**src/pkg/sleia_params.svh**
```systemverilog
`ifndef SLEIA_PARAMS_SVH
`define SLEIA_PARAMS_SVH
// register offsets
`define SLEIA_ADDR_W             11
`define SLEIA_OFS_DISP_LANES     11'h046d
`define SLEIA_OFS_NIT_LANES      11'h046e
`define SLEIA_OFS_UCC_LANES      11'h046f
`define SLEIA_OFS_SYMLOCK_LANES  11'h0470
`define SLEIA_OFS_FRAME_LANES    11'h0471
`define SLEIA_OFS_CHKSUM_LANES   11'h0472
`define SLEIA_OFS_ALIGN_LANES    11'h0473
`define SLEIA_OFS_IRQ_VECTOR     11'h047a
`define SLEIA_OFS_THRESHOLD      11'h047c
// field positions in the enable/summary register
`define SLEIA_BIT_DISP           7
`define SLEIA_BIT_NIT            6
`define SLEIA_BIT_UCC            5
`define SLEIA_BIT_RSVD           4
`define SLEIA_BIT_ALIGN          3
`define SLEIA_BIT_CHKSUM         2
`define SLEIA_BIT_FRAME          1
`define SLEIA_BIT_SYMLOCK        0
// bit of a lane status register that clears its interrupt
`define SLEIA_BIT_LANE_CLR       7
// reset values
`define SLEIA_RST_ENABLE         8'h00
`define SLEIA_RST_THRESHOLD      8'hff
`define SLEIA_RST_LANES          8'h00
`endif

```
**src/pkg/sleia_pkg.sv**
```systemverilog
package sleia_pkg;
  typedef logic [7:0] sleia_byte_t;
  typedef enum logic [1:0] {
    SLEIA_CNT_DISP,
    SLEIA_CNT_NIT,
    SLEIA_CNT_UCC
  } sleia_cnt_e;
endpackage : sleia_pkg

```
**src/rtl/sleia_top.sv**
```systemverilog
// Overview of operation
// - disparity enable plus threshold hit lowers interrupt
// - invalid-symbol enable plus threshold hit lowers interrupt
// - stray-control enable plus threshold hit lowers interrupt
// - alignment enable plus lane-sync failure lowers interrupt
// - checksum enable plus checksum mismatch lowers interrupt
// - frame enable plus frame-sync failure lowers interrupt
// - symbol-lock enable plus lock failure lowers interrupt
// - summary bit 7: any lane disparity threshold
// - summary bit 6: any lane invalid-symbol threshold
// - summary bit 5: any lane stray-control threshold
// - summary bit 3: any lane alignment failure
// - summary bit 2: any lane checksum mismatch
// - summary bit 1: any lane frame failure
// - summary bit 0: any lane lock failure
// - errors counted per lane against programmable threshold
`timescale 1ns/100ps
`include "sleia_params.svh"
module sleia_top #(
  parameter int LANES = 7
) (
  input  wire logic                       clock,         // receiver clock, 100 MHz
  input  wire logic                       resetn,        // async reset, active low
  input  wire logic [`SLEIA_ADDR_W-1:0]   reg_addr,      // register address
  input  wire logic                       reg_wr,        // write strobe, one cycle
  input  wire logic                       reg_rd,        // read strobe, one cycle
  input  wire logic [7:0]                 reg_wdata,     // write data
  output logic      [7:0]                 reg_rdata,     // read data, valid cycle after reg_rd
  input  wire logic [LANES-1:0]           disp_err,      // per-lane disparity error pulse
  input  wire logic [LANES-1:0]           nit_err,       // per-lane not-in-table pulse
  input  wire logic [LANES-1:0]           ucc_err,       // per-lane stray control pulse
  input  wire logic [LANES-1:0]           symlock_ok,    // per-lane code group lock level
  input  wire logic [LANES-1:0]           frame_ok,      // per-lane frame sync level
  input  wire logic [LANES-1:0]           chksum_ok,     // per-lane checksum good level
  input  wire logic [LANES-1:0]           align_ok,      // per-lane initial sync level
  output logic                            irq_n          // interrupt, active low
);

  // bit 7 of a lane status byte is the clear strobe, so at most seven lanes fit
  if (LANES < 1 || LANES > 7) begin : g_bad_lanes
    $error("LANES must be 1..7");
  end

  // lane status bytes keep bit 7 free for the interrupt clear strobe
  sleia_pkg::sleia_byte_t enable_r;
  sleia_pkg::sleia_byte_t threshold_r;
  sleia_pkg::sleia_byte_t rdata_r;
  logic                   irq_n_r;
  logic [LANES-1:0]       disp_hit_r, nit_hit_r, ucc_hit_r;
  logic [7:0]             disp_cnt_r [LANES];
  logic [7:0]             nit_cnt_r  [LANES];
  logic [7:0]             ucc_cnt_r  [LANES];

  wire sel_vec  = reg_addr == `SLEIA_OFS_IRQ_VECTOR;
  wire sel_thr  = reg_addr == `SLEIA_OFS_THRESHOLD;
  wire wr_vec   = reg_wr & sel_vec;
  wire wr_thr   = reg_wr & sel_thr;
  wire clr_disp = reg_wr & (reg_addr == `SLEIA_OFS_DISP_LANES) & reg_wdata[`SLEIA_BIT_LANE_CLR];
  wire clr_nit  = reg_wr & (reg_addr == `SLEIA_OFS_NIT_LANES) & reg_wdata[`SLEIA_BIT_LANE_CLR];
  wire clr_ucc  = reg_wr & (reg_addr == `SLEIA_OFS_UCC_LANES) & reg_wdata[`SLEIA_BIT_LANE_CLR];

  // per-lane counters; a hit sticks until software clears it
  genvar g;
  generate
    for (g = 0; g < LANES; g++) begin : g_lane
      wire [7:0] d_nxt = disp_cnt_r[g] + {7'h0, disp_err[g] & ~disp_hit_r[g]};
      wire [7:0] n_nxt = nit_cnt_r[g] + {7'h0, nit_err[g] & ~nit_hit_r[g]};
      wire [7:0] u_nxt = ucc_cnt_r[g] + {7'h0, ucc_err[g] & ~ucc_hit_r[g]};
      wire d_hit = d_nxt >= threshold_r;
      wire n_hit = n_nxt >= threshold_r;
      wire u_hit = u_nxt >= threshold_r;
      always_ff @(posedge clock or negedge resetn) begin
        if (!resetn) begin
          disp_cnt_r[g] <= 8'h00;
          nit_cnt_r[g]  <= 8'h00;
          ucc_cnt_r[g]  <= 8'h00;
          disp_hit_r[g] <= 1'b0;
          nit_hit_r[g]  <= 1'b0;
          ucc_hit_r[g]  <= 1'b0;
        end else begin
          // set wins over a clear in the same cycle
          disp_cnt_r[g] <= clr_disp ? {7'h0, disp_err[g]} : d_nxt;
          nit_cnt_r[g]  <= clr_nit ? {7'h0, nit_err[g]} : n_nxt;
          ucc_cnt_r[g]  <= clr_ucc ? {7'h0, ucc_err[g]} : u_nxt;
          disp_hit_r[g] <= (clr_disp ? 1'b0 : disp_hit_r[g]) | (disp_err[g] & d_hit);
          nit_hit_r[g]  <= (clr_nit ? 1'b0 : nit_hit_r[g]) | (nit_err[g] & n_hit);
          ucc_hit_r[g]  <= (clr_ucc ? 1'b0 : ucc_hit_r[g]) | (ucc_err[g] & u_hit);
        end
      end
    end
  endgenerate

  sleia_pkg::sleia_byte_t summary;
  always_comb begin
    summary = 8'h00;
    summary[`SLEIA_BIT_DISP]    = |disp_hit_r;
    summary[`SLEIA_BIT_NIT]     = |nit_hit_r;
    summary[`SLEIA_BIT_UCC]     = |ucc_hit_r;
    summary[`SLEIA_BIT_ALIGN]   = |(~align_ok);
    summary[`SLEIA_BIT_CHKSUM]  = |(~chksum_ok);
    summary[`SLEIA_BIT_FRAME]   = |(~frame_ok);
    summary[`SLEIA_BIT_SYMLOCK] = |(~symlock_ok);
  end

  // one gate covers each enable/flag pair
  wire irq_any = |(summary & enable_r);

  function automatic sleia_pkg::sleia_byte_t pad(input logic [LANES-1:0] v);
    pad = sleia_pkg::sleia_byte_t'(v);
  endfunction : pad

  sleia_pkg::sleia_byte_t rd_mux;
  always_comb begin
    case (reg_addr)
      `SLEIA_OFS_IRQ_VECTOR:    rd_mux = summary;
      `SLEIA_OFS_THRESHOLD:     rd_mux = threshold_r;
      `SLEIA_OFS_DISP_LANES:    rd_mux = pad(disp_hit_r);
      `SLEIA_OFS_NIT_LANES:     rd_mux = pad(nit_hit_r);
      `SLEIA_OFS_UCC_LANES:     rd_mux = pad(ucc_hit_r);
      `SLEIA_OFS_SYMLOCK_LANES: rd_mux = pad(symlock_ok);
      `SLEIA_OFS_FRAME_LANES:   rd_mux = pad(frame_ok);
      `SLEIA_OFS_CHKSUM_LANES:  rd_mux = pad(chksum_ok);
      `SLEIA_OFS_ALIGN_LANES:   rd_mux = pad(align_ok);
      default:                  rd_mux = 8'h00;
    endcase
  end

  always_ff @(posedge clock or negedge resetn) begin
    if (!resetn) begin
      enable_r    <= `SLEIA_RST_ENABLE;
      threshold_r <= `SLEIA_RST_THRESHOLD;
      rdata_r     <= 8'h00;
      irq_n_r     <= 1'b1;
    end else begin
      if (wr_vec) enable_r <= reg_wdata & ~(8'h01 << `SLEIA_BIT_RSVD);
      if (wr_thr) threshold_r <= reg_wdata;
      if (reg_rd) rdata_r <= rd_mux;
      irq_n_r <= ~irq_any;
    end
  end

  assign reg_rdata = rdata_r;
  assign irq_n     = irq_n_r;

endmodule : sleia_top

```
**config.mk**
```make
export PLATFORM = sky130hd
export DESIGN_NAME = sleia_top
export DESIGN_NICKNAME = d
export VERILOG_FILES = /design/src/pkg/sleia_pkg.sv /design/src/rtl/sleia_top.sv
export VERILOG_INCLUDE_DIRS = /design/src /design/src/pkg
export SDC_FILE = /design/constraint.sdc
export NUM_CORES = 1
export LEC_CHECK = 0
export BUFFER_PORTS_ARGS = -buffer_cell sky130_fd_sc_hd__buf_2
export CAP_MARGIN = 15
export CORE_ASPECT_RATIO = 1.1
export CORE_MARGIN = 5
export CORE_UTILIZATION = 50
export DETAILED_ROUTE_END_ITERATION = 8
export PLACE_DENSITY = 0.67
export SETUP_SLACK_MARGIN = 0.4
export SLEW_MARGIN = 20
export SYNTH_ARGS = -nofsm -noshare
export SYNTH_HDL_FRONTEND = slang
export SYNTH_SLANG_ARGS = --single-unit
```
**constraint.sdc**
```tcl
create_clock -name clock -period 3.01 [get_ports clock]
set_clock_uncertainty 0.15 [all_clocks]
set_input_delay 0.1505 -clock clock [delete_from_list [all_inputs] [get_ports clock]]
set_output_delay 0.1505 -clock clock [all_outputs]
set_load 0.05 [all_outputs]
```
### Word-level counts from Yosys, hierarchy flattened

Cells that the tools add are included.

* flip-flop bits (word level): 213
* output and inout port bits: 9
* bits of input ports: 72

* equal/unequal tests: 9
* order comparisons: 21
* add/sub/neg operators: 21
* multiplexer cells: 43
* reduce and logical (&&, ||, !) cells: 8
* bitwise operators: 98

Operators with widths (number)
* 8-bit by 1-bit adder with 8-bit output: 21
* 8-bit >= comparator: 21
* 8-bit two-way mux: 21
* 11-bit == test, second input constant: 9
* 8-bit one-hot mux with 9 select lines: 1
* 1-bit AND: 50
* 7-bit OR reduction: 7
* 7-bit inverter: 4
* 1-bit inverter: 22
* 1-bit two-way mux: 21
* 1-bit OR: 21
* 8-bit AND: 1
* 8-bit OR reduction: 1

### Depth between registers and ports, before layout

Gate-level depths: netlist of the first run.

* depth in word-level cells: 6
* depth in mapped cells: 10
* gate-level depth less buffers: 10

### Worst setup path before layout of the first run

No wires, ideal clock.

* kind: register -> register
* start point: register disp_hit_r[6]
* end point: register disp_hit_r[6]
* setup slack: 0.715 ns
* period minus slack after synthesis: 2.295 ns
* cell stages (with the launch flop): 11
* data required time: 2.740 ns
* arrival time: 2.025 ns
* path buffers: 0
* cell sequence: dfrtp_1 -> nor2b_1 -> ha_1 -> nand4_1 -> nor2_1 -> xor2_1 -> ha_1 -> a21o_1 -> a21oi_1 -> o211ai_1 -> a31o_2

* longest elaborated chain between the ends: 6
* elaborated cells between the ends (all ways): 7
* classes of those cells: 1 x add/sub; 1 x order compare; 1 x mux; 4 x bitwise

Ends and longest elaborated chain
* start: declaration: RTL line sleia_top.sv:49 `logic [LANES-1:0] disp_hit_r, nit_hit_r, ucc_hit_r;`
* start signal: indexed assignment: RTL line sleia_top.sv:85 `disp_hit_r[g] <= (clr_disp ? 1'b0 : disp_hit_r[g]) | (disp_err[g] & d_hit);`
* 1-bit inverter: RTL line sleia_top.sv:66 `wire [7:0] d_nxt = disp_cnt_r[g] + {7'h0, disp_err[g] & ~disp_hit_r[g]};`
* 1-bit AND: RTL line sleia_top.sv:66
* 8-bit by 1-bit adder with 8-bit output: RTL line sleia_top.sv:66
* 8-bit >= comparator: RTL line sleia_top.sv:69 `wire d_hit = d_nxt >= threshold_r;`
* 1-bit AND: RTL line sleia_top.sv:85
* 1-bit OR (*): RTL line sleia_top.sv:85

Every way passes the cells marked *; elsewhere a longest branch is shown, timed or not.
A chain may end at the register's enable or synchronous reset.

### Worst setup path in the final report of the first run

* start point: register disp_hit_r[2]
* end point: register disp_hit_r[2]

The elaborated chain is that of the path after synthesis.

==> impl_metrics.csv, run 1 <==
group,metric,value,unit
status,run_status,"completed",
yosys,ys_types,53,
global_route,grt_pass1_wl,55200,um
yosys,post-synth-top-area-cell,"dfrtp_1",
final_layout,design_area,16400,um2
yosys,synth_edf_count,0,
critical_path,crit_required,3.27,ns
sta,hold_viol_final,0,
floorplanning,die-height,185,um
final_layout,nets,1770,
critical_path,start_kind,"register",
sta,fin_tns_setup,0,ns
yosys,synth_fp_nets,1616,
global_route,grt_pass1_vias,10628,
critical_path,path_cells,"nor2b_1 -> ha_2 -> and3_1 -> nand3_1 -> xnor2_2 -> ha_1 -> a21o_1 -> a21oi_2 -> o211ai_1 -> a31o_2",
critical_path,cp_slowest_cell,"dfrtp_2",
sta,clock.fmax,400,MHz
power,ir_worst_vdd,0.000387,V
sta,maxSlewHeadroom,49.3,%
yosys,synth_flop_cell,"dfrtp_1",
sta,worstMarginPinSlew,0.755,ns
routing,wl,34600,um
yosys,postSynthCellCount,1334,
routing,via_per_inst,5.66,
yosys,avgSynthCellArea,10.4,um2
floorplanning,die_area,31300,um2
clock_tree,cts_tree,"yes",
routing,dr_total_vias,10594,
yosys,ys_ff_latch,213,
critical_path,r2r_cells,10,
floorplanning,coreArea,27600,um2
yosys,netlist_area,13900,um2
floorplanning,ioPinCount,81,
routing,drtIter0Drc,607,
clock_tree,path_clk_slew,0.06,ns
sta,rsz0062_at_grt,"yes",
floorplanning,die_x,169,um
clock_tree,numCtsBuffers,26,
yosys,ys_top_cells_by_area,"dfrtp_1 (37%), ha_1 (19%), and2_1 (4.6%)",
floorplanning,rows,64,
placed_design,place_hpwl,24400,um
placed_design,dpl-instance-area,14800,um2
yosys,yosys.area.top_type_share,36.7,%
run,drv_cap,0,
sta,setup_ws,0.510,ns
placed_design,portBuffers,80,
placed_design,place_ws,0.403,ns
routing,wl_per_cell,18.5,um
yosys,async_flop_share,100,%
routing,dr.pass1.iters,5,
clock_tree,clock_path_buffers,3,
final_layout,fillers,2329,
yosys,netlist_top_cells_count,"ha_1 (210), dfrtp_1 (204), and2_1 (103), nand2_1 (70), nor2b_1 (66)",
global_route,grt_max_degree,78,
clock_tree,htree_levels,1,
critical_path,cp_data_arrival_time,2.76,ns
critical_path,path_delay_family,"compound AO/OA/AOI/OAI gates",
sta,fin_crit_sh,83.0,%
clock_tree,clock_latency,0.53,ns
global_route,grt_overflow_total,0,
min_path,hold_class,"input pin to asynchronous set/reset pin",
sta,fin_crit,2.50,ns
clock_tree,cts_root_buffer,"clkbuf_16",
yosys,yosys_warnings,0,
placed_design,gp_congestion,0.847,
routing,ant_nets,0,
sta,slew_viol_final,0,
final_layout,drive_gt1_share,18.1,%
critical_path,cp.depth,10,
floorplanning,start_util,50.4,%
critical_path,path_buf_inv,0,
global_route,antenna_found_initial,1,
critical_path,critPathKind,"register to register",
final_layout,post-route-util,59.5,%
clock_tree,cts_sinks,213,
critical_path,cpPeakStageDelay,0.41,ns
power,p_leak,8.18,nW
yosys,synth.most_common_cell,"ha_1",
final_layout,syn_to_final_growth,18.1,%
yosys,synth-seq-area-share,38.4,%
critical_path,path_max_fanout,3,
global_route,track_usage,22.0,%
power,p_per_area,494,nW/um2
sta,setup_viol,0,
routing,drc,0,
critical_path,endpoint_kind,"register",
-- layout by cell type, fill, tap and decap left out, types with 22 or more instances in the layout --
cell type / n
clkbuf_16: 26
nand4_1: 50
buf_2: 79
a21o_1: 43
a21oi_1: 55
nor2_1: 39
o21ai_0: 22
xnor2_1: 54
nand3_1: 57
buf_4: 29
dlygate4sd3_1: 41
ha_1: 196
nand2b_1: 23
and2_1: 103
xor2_1: 65
nor2b_1: 61
inv_1: 38
nand2_1: 70
dfrtp_1: 194
-- cells by family after synthesis --
group / synth area share (%)
AOI/OAI and AO/OA: 10.4
xor gates and xnor gates: 8.12
DFF: 38.4
buffers and inverters: 2.14
adders and majority gates: 18.9
and+or+nand+nor: 19.3
muxes: 2.86
-- state kept, by name (all words and copies together), names as in the netlist --
name and cells:
nit_hit_r 7, disp_hit_r 7, enable_r 7, threshold_r 8
nit_cnt_r 56, irq_n 1, disp_cnt_r 56, ucc_hit_r 7
reg_rdata 8, ucc_cnt_r 56
-- worst paths after layout --
kind	slack (ns)	startpoint	end
worst max-delay path	0.51	disp_hit_r[2]	disp_hit_r[2]
worst min-delay path	0.03	resetn	ucc_cnt_r[29]
worst max register to register	0.51	disp_hit_r[2]	disp_hit_r[2]
worst min register to register	0.36	enable_r[6]	enable_r[6]
max in group asynchronous	1.85	resetn	ucc_hit_r[4]
min in group clock	0.03	chksum_ok[3]	reg_rdata[3]
-- layout make-up --
type	instances	area (um2)	area share [%]
Clock buffer	34	721	4.38
Tap cell	363	454	2.76
Multi-Input combinational cell	1053	8480	51.6
Antenna cell	2	5.00	0.0304
Clock inverter	12	128	0.776
Timing Repair Buffer	156	1160	7.05
Inverter	38	143	0.868
Sequential cell	213	5350	32.6
-- timing repair --
action / in CTS / in global routing
hold endpoints to repair: 252 / 0
setup endpoints to repair: 1 / 19
hold buffers: 41 / 0
resized for setup: 1 / 56
pin swaps: 0 / 29
setup buffers: 0 / 17
-- through the flow --
stage / std cells / hold WS, ns / power (mW)
floorplan: 1334 / -0.295 / 4.54
global placement: 1765 / 0.0193 / 4.94
detailed placement: 1765 / 0.0255 / 5.01
CTS: 1852 / 0.00417 / 8.18
global route: 1870 / 0.0181 / 8.61
finish: 1871 / 0.0264 / 8.12
-- power breakdown --
group	total, mW	switching [mW]	internal [mW]
clock network	3.11	1.25	1.86
logic	1.56	0.758	0.803
registers	3.46	0.246	3.21
total	8.12	2.25	5.87
-- layer usage --
layer | wire, um | share of wire (%) | vias up | global-route usage [%]
li1 | - | - | 5107 | -
met1 | 15200 | 44 | 5149 | 29.1
met2 | 16800 | 49 | 276 | 38.2
met3 | 1750 | 5.1 | 62 | 2.56
met4 | 858 | 2.5 | 0 | 6.28
met5 | 0 | 0 | - | 0
-- worst register-to-register path, stage by stage, from the launching register on --
cell      delay [ns]
dfrtp_2         0.41
nor2b_1         0.12
ha_2            0.21
and3_1          0.15
nand3_1         0.15
xnor2_2         0.18
ha_1            0.32
a21o_1          0.20
a21oi_2         0.14
o211ai_1        0.11
a31o_2          0.26
Power figures use the tool's default switching activity.
==> run 2, diff against run 1 <==
- clock period: 3.01 -> 2.5 ns (I/O delays scaled with it)
==> impl_metrics.csv, run 2 (synthesized netlist as in run 1, its figures left out) <==
group,metric,value,unit
sta,fin_crit,2.39,ns
routing,dr.pass1.iters,6,
floorplanning,coreArea,27600,um2
status,run_status,"completed",
final_layout,drive_gt1_share,28.3,%
power,p_seq_share,43.6,%
sta,rsz0062_at_grt,"yes",
clock_tree,clock_path_buffers,3,
floorplanning,die_x,169,um
placed_design,dpl.cell_count,1791,
global_route,grt_max_degree,79,
power,power,9.86,mW
final_layout,stdcell_count,1931,
routing,via_per_inst,5.63,
routing,ant_nets,0,
floorplanning,ioPinCount,81,
critical_path,cpPeakStageDelay,0.40,ns
final_layout,nets,1830,
power,p_per_area,555,nW/um2
global_route,track_usage,22.8,%
sta,hold_viol_final,0,
power,comb_power_share,20.1,%
power,p_leak,8.46,nW
global_route,grt_overflow_total,0,
critical_path,path_buf_inv,0,
run,drv_cap,0,
power,p_clk_share,36.3,%
final_layout,layout_commonest_cell,"dfrtp_1",
critical_path,cp_slowest_cell,"dfrtp_1",
clock_tree,path_clk_slew,0.06,ns
sta,clock.fmax,419,MHz
final_layout,layout_common_cells,"dfrtp_1 (204), ha_1 (168), and2_1 (103)",
sta,fin_crit_sh,95.5,%
min_path,hold_class,"input pin to asynchronous set/reset pin",
routing,wl,36200,um
sta,slew_viol_final,0,
placed_design,place_hpwl,24000,um
floorplanning,start_util,50.4,%
final_layout,syn_to_final_growth,27.6,%
critical_path,path_delay_family,"compound AO/OA/AOI/OAI gates",
critical_path,start_kind,"register",
sta,maxSlewHeadroom,58.5,%
power,p_sw,2.81,mW
routing,dr_total_vias,10872,
floorplanning,die-height,185,um
routing,drtIter0Drc,678,
sta,worstMarginPinSlew,0.623,ns
routing,drc,0,
routing,wl_per_cell,18.7,um
power,swShare,28.5,%
clock_tree,clock_latency,0.53,ns
final_layout,fillers,2223,
power,ir_worst_vdd,0.000633,V
critical_path,path_cells,"nor2b_2 -> ha_4 -> and3_4 -> nand3_4 -> xnor2_2 -> ha_1 -> a21o_1 -> a21oi_2 -> o211ai_1 -> a31o_2",
critical_path,r2r_setup_slack,0.11,ns
clock_tree,cts_root_buffer,"clkbuf_16",
clock_tree,cts_sinks,213,
clock_tree,htree_levels,1,
critical_path,path_max_fanout,3,
global_route,grt_pass1_vias,11281,
floorplanning,die_area,31300,um2
critical_path,crit_required,2.75,ns
sta,setup_viol,0,
critical_path,endpoint_kind,"register",
clock_tree,numCtsBuffers,25,
placed_design,portBuffers,80,
global_route,antenna_found_initial,1,
final_layout,reg_top3,"disp_cnt_r x56, nit_cnt_r x56, ucc_cnt_r x56",
sta,fin_tns_setup,0,ns
floorplanning,rows,64,
clock_tree,cts_tree,"yes",
power,internal_power,7.05,mW
placed_design,gp_congestion,0.864,
critical_path,critPathKind,"register to register",
critical_path,cp_data_arrival_time,2.64,ns
global_route,grt_pass1_wl,57800,um
## run 2: cell types whose count changed in the layout (fill, tap and decap cells not counted), sizes merged
cell         change
diode            -1
clkbuf           +4
dlygate4sd3      -5
buf             +66
clkinv           -3
bufinv           -1
## run 2: path summary, 6_finish.rpt
kind | from | to | cells after the start
min in group clock | chksum_ok[0] | reg_rdata[2] | 4
hold reg to reg | enable_r[3] | enable_r[3] | 1
hold / removal | resetn | disp_cnt_r[19] | 2
max in group asynchronous | resetn | ucc_cnt_r[27] | 3
setup / recovery | ucc_hit_r[4] | ucc_hit_r[4] | 10
setup reg to reg | ucc_hit_r[4] | ucc_hit_r[4] | 10
## run 2: through the flow
| step | util, % | area (um2) | hold WS, ns | setup slack (ns) |
|---|---|---|---|---|
| after global routing | 64.3 | 17800 | 0.0468 | -0.0439 |
| after global placement | 55.4 | 15300 | -0.0244 | 0.0320 |
| final | 64.3 | 17800 | 0.0119 | 0.113 |
| after detailed placement | 55.4 | 15300 | -0.0248 | -0.0172 |
| after floorplan | - | 14200 | -0.321 | 0.243 |
| after CTS | 63.0 | 17400 | -0.275 | 0.0823 |
## run 2: final cells by class
class                           count  area [um2]  share of cell area, %
Antenna cell                        1        2.50                 0.0141
Timing Repair Buffer              217        1630                   9.17
Inverter                           38         143                  0.803
Clock buffer                       38         734                   4.13
Clock inverter                      8        68.8                  0.387
Tap cell                          363         454                   2.56
Multi-Input combinational cell   1053        9390                   52.9
Sequential cell                   213        5340                   30.1
## run 2: routing by layer
layer  wire length (um)  global-route usage [%]  vias to the layer above  share of wire [%]
met5                  0                       0                        -                  0
met4               1060                    6.67                        0                2.9
met3               1300                    2.71                       79                3.6
met2              18200                    40.4                      175                 50
met1              15700                    29.6                     5402                 43
li1                   -                       -                     5216                  -
## run 2: power by group through the flow
stage	logic [mW]	registers, mW	clock network [mW]
finish	1.98	4.30	3.58
global route	2.33	4.35	3.80
CTS	1.99	4.27	3.66
detailed placement	1.85	4.24	0
global placement	1.78	4.21	0
floorplan	1.33	4.18	0
## run 2: timing repair
action / 4_1_cts / 5_1_grt
setup buffers: 41 / 16
pin swaps: 126 / 83
endpoints found under the setup margin: 21 / 21
hold buffers: 35 / 1
hold endpoints to repair: 269 / 2
resized for setup: 108 / 39
cloned: 0 / 0
